**config.mk**
```make
export PLATFORM = sky130hd
export DESIGN_NAME = bmh_host
export DESIGN_NICKNAME = d
export VERILOG_FILES = /design/src/hdl/bmh_pkg.sv /design/src/hdl/bmh_pin_map.sv /design/src/hdl/bmh_host.sv
export SDC_FILE = /design/constraint.sdc
export NUM_CORES = 1
export LEC_CHECK = 0
export BUFFER_PORTS_ARGS = -buffer_cell sky130_fd_sc_hd__clkbuf_2
export CAP_MARGIN = 20
export CORE_MARGIN = 2
export CORE_UTILIZATION = 35
export DETAILED_ROUTE_END_ITERATION = 10
export SYNTH_ARGS = -nofsm -noshare
export SYNTH_HDL_FRONTEND = slang
export SYNTH_SLANG_ARGS = --single-unit
```
**constraint.sdc**
```tcl
create_clock -name i_clock -period 3.7 [get_ports i_clock]
set_clock_uncertainty 0.15 [all_clocks]
set_input_delay 0.74 -clock i_clock [delete_from_list [all_inputs] [get_ports i_clock]]
set_output_delay 0.74 -clock i_clock [all_outputs]
set_load 0.1 [all_outputs]
```
**src/hdl/bmh_pkg.sv**
```systemverilog
package bmh_pkg;
	localparam int unsigned X_W      = 4;
	localparam int unsigned Y_W      = 4;
	localparam int unsigned SUM_W    = 4;
	localparam int unsigned EXT_W    = 2;
	localparam int unsigned PROD_W   = X_W + Y_W;
	localparam int unsigned PAIR_W   = 2;
	localparam logic [SUM_W-1:0] PARTIAL_ZERO = 4'h0;
	localparam logic [PROD_W-1:0] PROD_RST   = 8'h00;
	localparam logic [X_W-1:0]   X_RST        = 4'h0;
	localparam logic [Y_W-1:0]   Y_RST        = 4'h0;

	typedef enum logic [1:0] {
		BMH_IDLE = 2'b00,
		BMH_ROW0 = 2'b01,
		BMH_ROW1 = 2'b10
	} bmh_state_e;
endpackage

```
**src/hdl/bmh_pin_map.sv**
```systemverilog
`timescale 1ns/1ps
module bmh_pin_map
	import bmh_pkg::*;
(
	input  logic [bmh_pkg::X_W-1:0]   i_x,          // Multiplicand, positive logic
	input  logic [bmh_pkg::Y_W-1:0]   i_y,          // Multiplier, positive logic
	input  logic                      i_row1,       // Second recoded pair selected
	input  logic                      i_neg,        // Negative-logic operation
	input  logic [bmh_pkg::SUM_W-1:0] i_partial,    // Pin-level partial product from row 0
	output logic [bmh_pkg::X_W-1:0]   o_x,          // Multiplicand pins
	output logic                      o_sign_copy,  // Sign copy pin
	output logic                      o_x_low_ext,  // Multiplicand low extension pin
	output logic                      o_lower,      // Multiplier lower neighbour pin
	output logic                      o_low,        // Multiplier low bit pin
	output logic                      o_high,       // Multiplier high bit pin
	output logic                      o_polarity,   // Polarity select pin
	output logic [bmh_pkg::SUM_W-1:0] o_partial,    // Partial product pins
	output logic                      o_carry_in    // Carry in pin
);
	import bmh_pkg::*;

	logic lower_l;
	logic low_l;
	logic high_l;

	always_comb begin
		lower_l = i_row1 ? i_y[1] : 1'b0; // RL16
		low_l   = i_row1 ? i_y[2] : i_y[0];
		high_l  = i_row1 ? i_y[3] : i_y[1];
		// Negative logic inverts every operand level, constants included
		o_x         = i_neg ? ~i_x : i_x; // RL6
		o_sign_copy = o_x[X_W-1]; // RL15
		o_x_low_ext = i_neg; // RL12
		o_lower     = lower_l ^ i_neg;
		o_low       = low_l ^ i_neg;
		o_high      = high_l ^ i_neg;
		o_polarity  = i_neg; // RL6
		// Row 1 takes the row 0 sum as the cell returned it, so no re-inversion
		o_partial   = i_row1 ? i_partial : (PARTIAL_ZERO ^ {SUM_W{i_neg}}); // RL13
		o_carry_in  = o_high; // RL11
	end
endmodule

```
**src/hdl/bmh_host.sv**
```systemverilog
`timescale 1ns/1ps
// Operation
// [RL1] Cell adds 0, X, 2X, -2X or -X per lower/low/high multiplier bits.
// [RL2] Cell treats the high multiplier bit as add (0) or subtract (1).
// [RL3] Cell single select is XOR of lower and low; double select on 110 or 001.
// [RL4] Cell uses a zero multiple when neither select is asserted.
// [RL5] Cell subtract control includes polarity so the zero case stays correct.
// [RL6] Polarity pin low for positive-logic operands, high with all operands inverted.
// [RL7] Cell select decoding is the same in both polarities.
// [RL8] Cell shifting array outputs inverted 0, X or 2X, low extension shifted in.
// [RL9] Cell complementer XNORs the array output with the subtract control.
// [RL10] Cell 4-bit lookahead adder adds multiple, partial product and carry in.
// [RL11] Carry in pin is tied to the high multiplier bit for subtraction.
// [RL12] Carry in follows the high bit and low extension is held at logic 0.
// [RL13] First row partial product is zero; later rows get the previous sum.
// [RL14] Cell outputs two extended sign bits atop four sum bits, forming a 6-bit signed result.
// [RL15] Sign copy follows the top multiplicand bit at the most significant end.
// [RL16] First row holds low extension and lower neighbour at logic 0.
// [RL17] Cell is purely combinational with no clock or reset.
module bmh_host
	import bmh_pkg::*;
(
	input  logic                       i_clock,                   // 100 MHz clock
	input  logic                       i_rst_n,                   // Synchronous reset
	input  logic                       i_start,                   // Start a multiply
	input  logic [bmh_pkg::X_W-1:0]    i_x,                       // Signed multiplicand
	input  logic [bmh_pkg::Y_W-1:0]    i_y,                       // Signed multiplier
	input  logic                       i_negative_logic,          // Run cell in negative logic
	input  logic [bmh_pkg::SUM_W-1:0]  i_cell_low_sum_bits,       // Cell sum bits 3..0
	input  logic [bmh_pkg::EXT_W-1:0]  i_cell_extended_sign_bits, // Cell sum bits 5..4
	output logic [bmh_pkg::X_W-1:0]    o_cell_x,                  // Multiplicand pins
	output logic                       o_cell_sign_copy_input,    // Sign copy pin
	output logic                       o_cell_x_low_ext,          // Multiplicand low ext pin
	output logic                       o_cell_mult_lower_neighbour, // Lower neighbour pin
	output logic                       o_cell_mult_low_bit,       // Multiplier low pin
	output logic                       o_cell_mult_high_bit,      // Multiplier high pin
	output logic                       o_cell_polarity,           // Polarity select pin
	output logic [bmh_pkg::SUM_W-1:0]  o_cell_partial,            // Partial product pins
	output logic                       o_cell_carry_in,           // Carry in pin
	output logic                       o_busy,                    // Multiply in progress
	output logic                       o_done,                    // Product valid pulse
	output logic [bmh_pkg::PROD_W-1:0] o_product                  // Signed product
);
	import bmh_pkg::*;

	bmh_state_e          state_q, state_d;
	logic [X_W-1:0]      x_q, x_d;
	logic [Y_W-1:0]      y_q, y_d;
	logic                neg_q, neg_d;
	logic [SUM_W-1:0]    partial_q, partial_d;
	logic [PROD_W-1:0]   product_q, product_d;
	logic                done_q, done_d;
	logic                busy_q, busy_d;
	logic [X_W-1:0]      pin_x_q, pin_x_d;
	logic                pin_sign_q, pin_sign_d;
	logic                pin_xlow_q, pin_xlow_d;
	logic                pin_lower_q, pin_lower_d;
	logic                pin_low_q, pin_low_d;
	logic                pin_high_q, pin_high_d;
	logic                pin_pol_q, pin_pol_d;
	logic [SUM_W-1:0]    pin_part_q, pin_part_d;
	logic                pin_cin_q, pin_cin_d;
	logic                take;
	logic [X_W-1:0]      use_x;
	logic [Y_W-1:0]      use_y;
	logic                use_neg;
	logic [X_W+EXT_W-1:0] cell_sum;

	// The cell answers combinationally, so its sum is sampled one clock after the pins move
	assign cell_sum = {i_cell_extended_sign_bits, i_cell_low_sum_bits} ^ {(X_W+EXT_W){neg_q}};
	assign take     = (state_q == BMH_IDLE) && i_start;
	assign use_x    = take ? i_x : x_q;
	assign use_y    = take ? i_y : y_q;
	assign use_neg  = take ? i_negative_logic : neg_q;

	always_comb begin
		state_d   = state_q;
		x_d       = x_q;
		y_d       = y_q;
		neg_d     = neg_q;
		partial_d = partial_q;
		product_d = product_q;
		done_d    = 1'b0;
		unique case (state_q)
			BMH_IDLE: begin
				if (i_start) begin
					x_d     = i_x;
					y_d     = i_y;
					neg_d   = i_negative_logic;
					state_d = BMH_ROW0;
				end
			end
			BMH_ROW0: begin
				// Two low bits leave the array; the upper four feed the next row
				product_d[1:0] = cell_sum[1:0];
				partial_d = {i_cell_extended_sign_bits, i_cell_low_sum_bits[3:2]}; // RL13
				state_d   = BMH_ROW1;
			end
			BMH_ROW1: begin
				product_d[PROD_W-1:2] = cell_sum;
				done_d  = 1'b1;
				state_d = BMH_IDLE;
			end
		endcase
		busy_d = (state_d != BMH_IDLE);
	end

	bmh_pin_map u_pin_map (
		.i_x         (use_x),
		.i_y         (use_y),
		.i_row1      (state_d == BMH_ROW1),
		.i_neg       (use_neg),
		.i_partial   (partial_d),
		.o_x         (pin_x_d),
		.o_sign_copy (pin_sign_d),
		.o_x_low_ext (pin_xlow_d),
		.o_lower     (pin_lower_d),
		.o_low       (pin_low_d),
		.o_high      (pin_high_d),
		.o_polarity  (pin_pol_d),
		.o_partial   (pin_part_d),
		.o_carry_in  (pin_cin_d)
	);

	always_ff @(posedge i_clock) begin
		if (!i_rst_n) begin
			state_q     <= BMH_IDLE;
			x_q         <= X_RST;
			y_q         <= Y_RST;
			neg_q       <= 1'b0;
			partial_q   <= PARTIAL_ZERO;
			product_q   <= PROD_RST;
			done_q      <= 1'b0;
			busy_q      <= 1'b0;
			pin_x_q     <= X_RST;
			pin_sign_q  <= 1'b0;
			pin_xlow_q  <= 1'b0;
			pin_lower_q <= 1'b0;
			pin_low_q   <= 1'b0;
			pin_high_q  <= 1'b0;
			pin_pol_q   <= 1'b0;
			pin_part_q  <= PARTIAL_ZERO;
			pin_cin_q   <= 1'b0;
		end else begin
			state_q     <= state_d;
			x_q         <= x_d;
			y_q         <= y_d;
			neg_q       <= neg_d;
			partial_q   <= partial_d;
			product_q   <= product_d;
			done_q      <= done_d;
			busy_q      <= busy_d;
			pin_x_q     <= pin_x_d;
			pin_sign_q  <= pin_sign_d;
			pin_xlow_q  <= pin_xlow_d;
			pin_lower_q <= pin_lower_d;
			pin_low_q   <= pin_low_d;
			pin_high_q  <= pin_high_d;
			pin_pol_q   <= pin_pol_d;
			pin_part_q  <= pin_part_d;
			pin_cin_q   <= pin_cin_d;
		end
	end

	assign o_cell_x                    = pin_x_q;
	assign o_cell_sign_copy_input      = pin_sign_q;
	assign o_cell_x_low_ext            = pin_xlow_q;
	assign o_cell_mult_lower_neighbour = pin_lower_q;
	assign o_cell_mult_low_bit         = pin_low_q;
	assign o_cell_mult_high_bit        = pin_high_q;
	assign o_cell_polarity             = pin_pol_q;
	assign o_cell_partial              = pin_part_q;
	assign o_cell_carry_in             = pin_cin_q;
	assign o_busy                      = busy_q;
	assign o_done                      = done_q;
	assign o_product                   = product_q;

	a_polarity_pin: assert property (@(posedge i_clock) disable iff (!i_rst_n) // RL6
		(state_q != BMH_IDLE) |-> (o_cell_polarity == neg_q)
		&& (o_cell_x == (x_q ^ {X_W{neg_q}})))
		else $error("polarity pin or operand inversion wrong");
	a_carry_tie: assert property (@(posedge i_clock) disable iff (!i_rst_n) // RL11
		(state_q != BMH_IDLE) |-> (o_cell_carry_in == o_cell_mult_high_bit))
		else $error("carry in not tied to high multiplier bit");
	a_low_ext_hold: assert property (@(posedge i_clock) disable iff (!i_rst_n) // RL12
		(state_q != BMH_IDLE) |-> (o_cell_x_low_ext == neg_q))
		else $error("low extension not held at logic 0");
	a_first_partial: assert property (@(posedge i_clock) disable iff (!i_rst_n) // RL13
		(state_q == BMH_ROW0) |-> (o_cell_partial == {SUM_W{neg_q}}))
		else $error("first row partial product not zero");
	a_partial_chain: assert property (@(posedge i_clock) disable iff (!i_rst_n) // RL13
		(state_q == BMH_ROW0) |=> (o_cell_partial
		== {$past(i_cell_extended_sign_bits), $past(i_cell_low_sum_bits[3:2])}))
		else $error("second row partial product not chained");
	a_sign_copy: assert property (@(posedge i_clock) disable iff (!i_rst_n) // RL15
		o_busy |-> (o_cell_sign_copy_input == o_cell_x[X_W-1]))
		else $error("sign copy differs from top multiplicand bit");
	a_first_neighbour: assert property (@(posedge i_clock) disable iff (!i_rst_n) // RL16
		(state_q == BMH_ROW0) |-> (o_cell_mult_lower_neighbour == neg_q)
		&& (o_cell_mult_low_bit == (y_q[0] ^ neg_q)))
		else $error("first row lower neighbour not logic 0");
	a_done_timing: assert property (@(posedge i_clock) disable iff (!i_rst_n)
		take |=> (state_q == BMH_ROW0) ##1 (state_q == BMH_ROW1) ##1 o_done)
		else $error("multiply sequence out of step");
	a_carry_second_row: assert property (@(posedge i_clock) disable iff (!i_rst_n) // RL11
		(state_q == BMH_ROW1) |-> (o_cell_carry_in == (y_q[Y_W-1] ^ neg_q)))
		else $error("second row carry in not tied to multiplier sign bit");
	a_done_idle: assert property (@(posedge i_clock) disable iff (!i_rst_n)
		o_done |-> !o_busy)
		else $error("done raised while still busy");

	c_pos_mult: cover property (@(posedge i_clock) disable iff (!i_rst_n)
		o_done && !neg_q);
	c_neg_mult: cover property (@(posedge i_clock) disable iff (!i_rst_n)
		o_done && neg_q);
	c_back_to_back: cover property (@(posedge i_clock) disable iff (!i_rst_n)
		o_done ##1 take);
	c_refused_start: cover property (@(posedge i_clock) disable iff (!i_rst_n)
		(state_q == BMH_ROW0) && i_start);
	c_row1_subtract: cover property (@(posedge i_clock) disable iff (!i_rst_n)
		(state_q == BMH_ROW1) && (o_cell_mult_high_bit != neg_q));
endmodule

```
* Word level (Yosys, flattened, before mapping)
Cells that the tools add are included.
Word-level totals: bits in read-only memories 0, memory bits (writable) 0, memories kept 0, input port bits 18, register bits after elaboration 38, word-level logic and storage cells 40, output and inout bits 25, latch bits 0
Cells by class: bitwise logic cells 5, magnitude comparators 0, shift operators 0, multiply operators 0, multiplexer cells 12, add/subtract/negate cells 0, equal/unequal tests 3, reductions and logical operators 4, divide/modulo/power cells 0
Operators with widths (count):
- $mux 4 | 5
- $pmux 2 s3 | 1
- $xor 6x6->6 | 1
- $mux 1 | 5
- $eq 2x2->1 const B | 2
- $not 4->4 | 1
- $xor 1x1->1 | 3
- $eq 2x1->1 const B | 1
- $logic_not 2->1 | 1
- $mux 2 | 1
- $reduce_and 2->1 | 1
- $reduce_bool 2->1 | 1
- $logic_and 1x1->1 | 1

* Longest topological paths before layout
Gate-level depths: netlist of run 1.
depth after elaboration 5, gate-level depth with buffers 6

* By module
From an unflattened synthesis of run 1, not the netlist that was laid out.
Second synthesis, totals: cells, all modules 172, area total of the unflattened synthesis 1650.3 um2
Modules (own cells, without submodules):
- bmh_host | sequential area each 800.8 um2, area each 1482.7 um2, cells each 147, times used 1
- bmh_pin_map | sequential area each 0.0 um2, area each 167.7 um2, cells each 25, times used 1

* Worst setup path after synthesis of run 1
OpenSTA, ideal clock, no wires.
kind register to output, start point register o_cell_carry_in (netlist name), end point output port o_cell_mult_high_bit, data arrival time 1356 ps, path slack 1454 ps, cell stages (with the launch flop) 2, data required time 2810 ps, path through dfxtp_1 > buf_4
RTL lines:
- end: declaration | RTL line bmh_host.sv:36 | output logic o_cell_mult_high_bit,

* Final worst setup path of run 1
start point register state_q[0], end point register pin_cin_q, in the netlist o_cell_carry_in
Between the ends: cells in the longest elaborated chain, start to end 5, elaborated cells on any way between the ends 11, those cells by class eq/ne: 3; mux: 5; bitwise: 1; reduce/logical: 2
RTL lines:
- start: declaration | RTL line bmh_host.sv:46 | bmh_state_e state_q, state_d;
- start signal: assignment | RTL line bmh_host.sv:145 | state_q <= state_d;
- $eq 2x2->1, or another cell as far along | RTL line bmh_host.sv:84 | unique case (state_q)
- $pmux 2 s3 or $logic_and 1x1->1 (tied branches) | RTL line bmh_host.sv:84, bmh_host.sv:71
- $eq 2x2->1 or $mux 4 (tied branches) | RTL line bmh_host.sv:111, bmh_host.sv:73
- $mux 1 | RTL line bmh_pin_map.sv:29 | high_l = i_row1 ? i_y[3] : i_y[1];
- $xor 1x1->1 * | RTL line bmh_pin_map.sv:36 | o_high = high_l ^ i_neg;
- end signal: assignment | RTL line bmh_host.sv:161 | pin_cin_q <= pin_cin_d;
- end: declaration | RTL line bmh_host.sv:62 | logic pin_cin_q, pin_cin_d;
Mark *: on every way between the ends. The rest lies on a longest branch, timed or not. A chain may end at the register's enable or synchronous reset.

==> results_dict.tcl, run 1 <==
set metrics [dict create \
    cts_resized 0 \
    p_per_area_mw_per_mm2 571 \
    worstPathCellList "inv_1, ha_1, and2_4, mux4_2, mux2i_1" \
    finalCoreUtilization_pct 42.5 \
    syn-num-nets 166 \
    setup_violations 0 \
    cts_sinks 33 \
    cpMaxStageDelayCell "ha_1" \
    ant_nets 0 \
    vdd_drop_max_v 0.000180 \
    rsz0062_at_grt "no" \
    drive_gt1_share_pct 28.7 \
    num_antenna_cells 0 \
    layout.nets 201 \
    period_share_pct 57.1 \
    avgSynthCellArea_um2 9.69 \
    clk_pin_slew_ns 0.06 \
    max-cap-violations 0 \
    r2r_start "state_q[0]" \
    reg2reg_depth 5 \
    wl_um 2910 \
    p_total_uw 957 \
    dieArea_mm2 0.00454 \
    start_util_pct 35.6 \
    vias 1131 \
    hold_class "reg2reg" \
    cts_hold_buf 0 \
    path_max_fanout 17 \
    die_y_um 67.4 \
    cp-start-kind "register" \
    first_iter_violations 36 \
    finalCriticalPeriod_ns 2.11 \
    synthesis.area_mm2 0.00141 \
    avgRoutedWirePerCell_um 12.6 \
    grt_pass1_wl_um 4790 \
    status "complete, no violations" \
    synth-seq-cells 33 \
    p_sw_uw 375 \
    cts-root-buf "clkbuf_8" \
    cp-end-kind "register" \
    grt_max_degree 20 \
    combPwrFrac_pct 32.0 \
    slew_headroom_pct 59.8 \
    async_flop_share_pct 0 \
    ys_warn_count 0 \
    antenna_found_initial 0 \
    post-cts-setup-buffers 0 \
    cts_buffer_depth 2 \
    cts_tree "built" \
    gp_congestion 0.806 \
    track_usage_pct 14.2 \
    hold_end "y_q[2]" \
    yosysSeqAreaShare_pct 47.0 \
    hpwl_um 2100 \
    finalMaxSlewViolations 0 \
    htree_levels 2 \
    die_x_um 67.4 \
    crit_arrival_ns 2.12 \
    hold_violations 0 \
    p_int_uw 582 \
    p_leak_uw 0.000734 \
    overflow 0 \
    worstSetupPathType "reg2reg" \
    clockPowerShare_pct 26.5 \
    fin_tns_setup_ns 0 \
    reg2reg_slack_ns 1.59 \
    yosys.cell_types.count 35 \
    fp-row-count 23 \
    seq_power_share_pct 41.6 \
    mostFrequentLayoutCells "42 x clkbuf_2, 33 x dfxtp_1, 13 x a21oi_1, 10 x nor2_1" \
    synth_edf_count 0 \
    drtPass1Iterations 4 \
    boundaryPins 43 \
    whs_path_depth 2 \
    grt_pass1_vias 1013 \
    ys.flop_type "dfxtp_1" \
    cpPeakStageDelay_ns 0.52 \
    vias_per_cell 4.90 \
    swShare_pct 39.2 \
    max_freq_mhz 473 \
    layout_commonest_cell "clkbuf_2" \
    worst_slew_pin_slew_ns 0.603 \
    drcViolationCount 0 \
    clk_latency_ns 0.28 \
    numCtsBuffers 5 \
    timing.rr.end "o_cell_carry_in" \
    coreArea_mm2 0.00394 \
    holdCritStartpoint "y_q[2]" \
    critPathBufInv 1 \
    syn-instance-count 145 \
    required_ns 3.71 \
    area_delta_synth_final_pct 19.2 \
    io_buffer_count 42 \
    crit_family "multiplexers" \
]
-- metal layers --
layer	global-route usage (%)	wire (um)
met5	0	0
met4	4.59	28
met3	5.33	204
met2	21.9	1400
met1	18.5	1270
-- flip-flops by register name, summed over array words and instances, names as in the netlist, 2 cells and up --
name / flops
x_q: 4
o_cell_x: 4
o_product: 8
y_q: 4
state_q: 2
o_cell_partial: 4
-- final cells by class --
| class | instances | area (um2) |
|---|---|---|
| multi-input combinational | 90 | 632 |
| tap | 50 | 62.6 |
| clock buffer | 8 | 80.1 |
| inverter | 8 | 30.0 |
| sequential | 33 | 661 |
| timing repair buffer | 42 | 210 |
| fill | 395 | 2270 |
-- how the worst max path moves through the flow --
stage / cells after the start / to / from / slack [ns]
finish: 5 / o_cell_carry_in / state_q[0] / 1.59
global route: 5 / o_cell_carry_in / state_q[0] / 1.47
CTS: 5 / o_cell_carry_in / state_q[0] / 1.60
detailed placement: 4 / o_cell_carry_in / i_start / 1.49
global placement: 4 / o_cell_carry_in / i_start / 1.52
floorplan: 1 / o_cell_mult_high_bit / o_cell_carry_in / 1.45
-- synth_stat cells (2+ instances only) --
library cell,count,area share [%]
a211o_1,4,2.5
a211oi_1,8,4.3
a21boi_0,5,2.7
a21oi_1,13,4.6
and3_1,6,2.7
buf_1,2,0.53
buf_2,3,1.1
buf_4,5,2.7
clkbuf_1,3,0.80
dfxtp_1,33,47
ha_1,3,2.7
inv_1,8,2.1
mux2i_1,2,1.4
mux4_2,2,3.2
nand2_1,7,1.9
nor2_1,10,2.7
o211ai_1,4,2.1
o21a_1,5,2.7
xnor2_1,6,3.7
-- logic make-up after synthesis --
family	share of synthesized area, %
flip-flops	47.0
XOR/XNOR	3.74
buffers and inverters	8.01
adder cells (fa/ha/maj)	2.67
multiplexers	4.63
AND/OR/NAND/NOR	11.1
AO/OA/AOI/OAI	22.8
-- power by group through the flow --
stage | Sequential [uW] | Clock (uW) | Combinational [uW]
floorplan | 551 | 0 | 120
CTS | 398 | 260 | 307
detailed placement | 406 | 0 | 306
global placement | 405 | 0 | 303
global route | 401 | 277 | 324
finish | 398 | 253 | 306
-- stage by stage --
| step | hold WS (ns) | std cells | worst slack, ns | instance area (um2) |
|---|---|---|---|---|
| after detailed placement | 0.301 | 223 | 1.49 | 1600 |
| after global routing | 0.327 | 231 | 1.47 | 1680 |
| after CTS | 0.310 | 231 | 1.60 | 1680 |
| after floorplan | 0.283 | 145 | 1.45 | 1410 |
| final | 0.313 | 231 | 1.59 | 1680 |
| after global placement | 0.293 | 223 | 1.52 | 1600 |
-- worst reg2reg max path, cell delays in order, from the launching register on --
cell     delay, ns
dfxtp_1       0.33
inv_1         0.08
ha_1          0.52
and2_4        0.28
mux4_2        0.51
mux2i_1       0.13
Note: power is estimated with default switching activity, not from simulation.
==> run 2, diff against run 1 <==
- clock period: 3.7 -> 1.9 ns (I/O delays scaled with it)
==> run 2 against run 1 <==
  * Design area rose by 5.3%
  * Largest cell class unchanged
  * First-iteration DRC count fell by 8.3%
  * Die area did not move
  * Count of clock-buffer cells in the layout fell by 1
  * Largest power group unchanged
  * Critical path type unchanged
  * Clock power rose by 130%
  * Register-to-register slack got worse by 1.4 ns
  * Power rose by 110%
  * Critical path depth did not move
==> results_dict.tcl, run 2 (synthesis gave the netlist of run 1 again) <==
set metrics [dict create \
    status "complete, no violations" \
    r2r_start "state_q[0]" \
    fp-row-count 23 \
    grt_max_degree 14 \
    slew_headroom_pct 63.3 \
    grt_pass1_wl_um 4660 \
    reg2reg_depth 5 \
    p_per_area_mw_per_mm2 1120 \
    setup_violations 0 \
    ant_nets 0 \
    cts_hold_buf 0 \
    gp_congestion 0.839 \
    combPwrFrac_pct 31.5 \
    place_inst 230 \
    swShare_pct 38.3 \
    fin_tns_setup_ns 0 \
    num-fill-cells 384 \
    overflow 0 \
    p_total_uw 1970 \
    post_layout_nonfiller_instances 238 \
    required_ns 1.91 \
    holdCritStartpoint "i_y[2]" \
    mostFrequentLayoutCells "42 x clkbuf_2, 33 x dfxtp_1, 13 x a21oi_1, 10 x nor2_1" \
    max_freq_mhz 574 \
    clockPowerShare_pct 29.4 \
    wl_um 2980 \
    drtPass1Iterations 4 \
    multi_input_area_um2 647 \
    avgRoutedWirePerCell_um 12.5 \
    cp-startpoint "state_q[0]" \
    drcViolationCount 0 \
    track_usage_pct 14.1 \
    worst_slew_pin_slew_ns 0.553 \
    hold_end "y_q[2]" \
    cts_sinks 33 \
    max-cap-violations 0 \
    first_iter_violations 33 \
    drive_gt1_share_pct 34.0 \
    antenna_found_initial 0 \
    post-cts-setup-buffers 0 \
    p_int_uw 1220 \
    timing.rr.end "o_cell_carry_in" \
    rsz0062_at_grt "no" \
    finalCriticalPeriod_ns 1.74 \
    vias_per_cell 4.83 \
    setup_ws_ns 0.157 \
    regArea_um2 661 \
    use_met3_pct 4.17 \
    start_util_pct 35.6 \
    area_delta_synth_final_pct 25.6 \
    grt_busiest_layer "met2" \
    cp-start-kind "register" \
    p_leak_uw 0.000782 \
    layout.nets 208 \
    hpwl_um 2230 \
    htree_levels 2 \
    clk_pin_slew_ns 0.07 \
    clk_latency_ns 0.29 \
    num_antenna_cells 0 \
    reg2reg_slack_ns 0.16 \
    io_buffer_count 42 \
    cts-root-buf "clkbuf_8" \
    dieArea_mm2 0.00454 \
    layout_commonest_cell "clkbuf_2" \
    cts_resized 0 \
    numCtsBuffers 5 \
    coreArea_mm2 0.00394 \
    boundaryPins 43 \
    cp-end-kind "register" \
    finalMaxSlewViolations 0 \
    vias 1149 \
    grt_pass1_vias 1037 \
    hold_violations 0 \
    largest_register_ffs 8 \
    vdd_drop_max_v 0.000361 \
    use_met2_pct 22.2 \
    cts_buffer_depth 2 \
    p_sw_uw 757 \
    worstSetupPathType "reg2reg" \
    path_max_fanout 5 \
    cts_tree "built" \
    period_share_pct 91.7 \
    die_y_um 67.4 \
    crit_arrival_ns 1.76 \
    die_x_um 67.4 \
    seq_power_share_pct 39.0 \
    grt.met1_usage_pct 16.8 \
    hold_class "in2reg" \
    whs_path_depth 3 \
    pre_cts_ws_ns 0.117 \
    finalCoreUtilization_pct 44.7 \
]
[run 2: how the worst max path moves through the flow]
stage | endpoint | slack (ns) | cells past startpoint
after floorplan | o_cell_mult_high_bit | 0.01 | 1
after global placement | o_cell_partial[3] | 0.15 | 7
after detailed placement | o_cell_partial[3] | 0.12 | 7
after CTS | o_cell_partial[3] | 0.10 | 7
after global routing | o_cell_partial[2] | 0.06 | 7
final | o_cell_carry_in | 0.16 | 5
[run 2: area by class of cell]
class / count / share of cell area (%)
clock buffer: 7 / 5.46
clock inverter: 1 / 0.284
inverter: 8 / 1.70
multi-input combinational: 90 / 36.7
sequential: 33 / 37.4
tap: 50 / 3.55
timing repair buffer: 49 / 14.9
[run 2: power by group through the flow]
stage | registers, uW | clock network (uW) | logic (uW)
after CTS | 771 | 601 | 619
after global routing | 775 | 631 | 655
after floorplan | 1070 | 0 | 233
after global placement | 784 | 0 | 612
final | 770 | 581 | 622
after detailed placement | 785 | 0 | 617
[run 2: per-stage QoR]
stage	instance area [um2]	hold slack, ns
global placement	1650	0.292
floorplan	1410	0.283
detailed placement	1650	0.298
CTS	1750	0.168
finish	1760	0.175
global route	1760	0.179
[run 2: metal layers]
layer	vias to the layer above	wire length (um)
met5	-	0
met4	0	61
met3	6	163
met2	28	1390
met1	525	1360
li1	590	-
[run 2: critical path, stage by stage, from the launching register on]
cell and delay, ns:
dfxtp_1 0.32, inv_1 0.08, ha_2 0.22, and2_4 0.19, mux4_2 0.51, mux2i_1 0.14
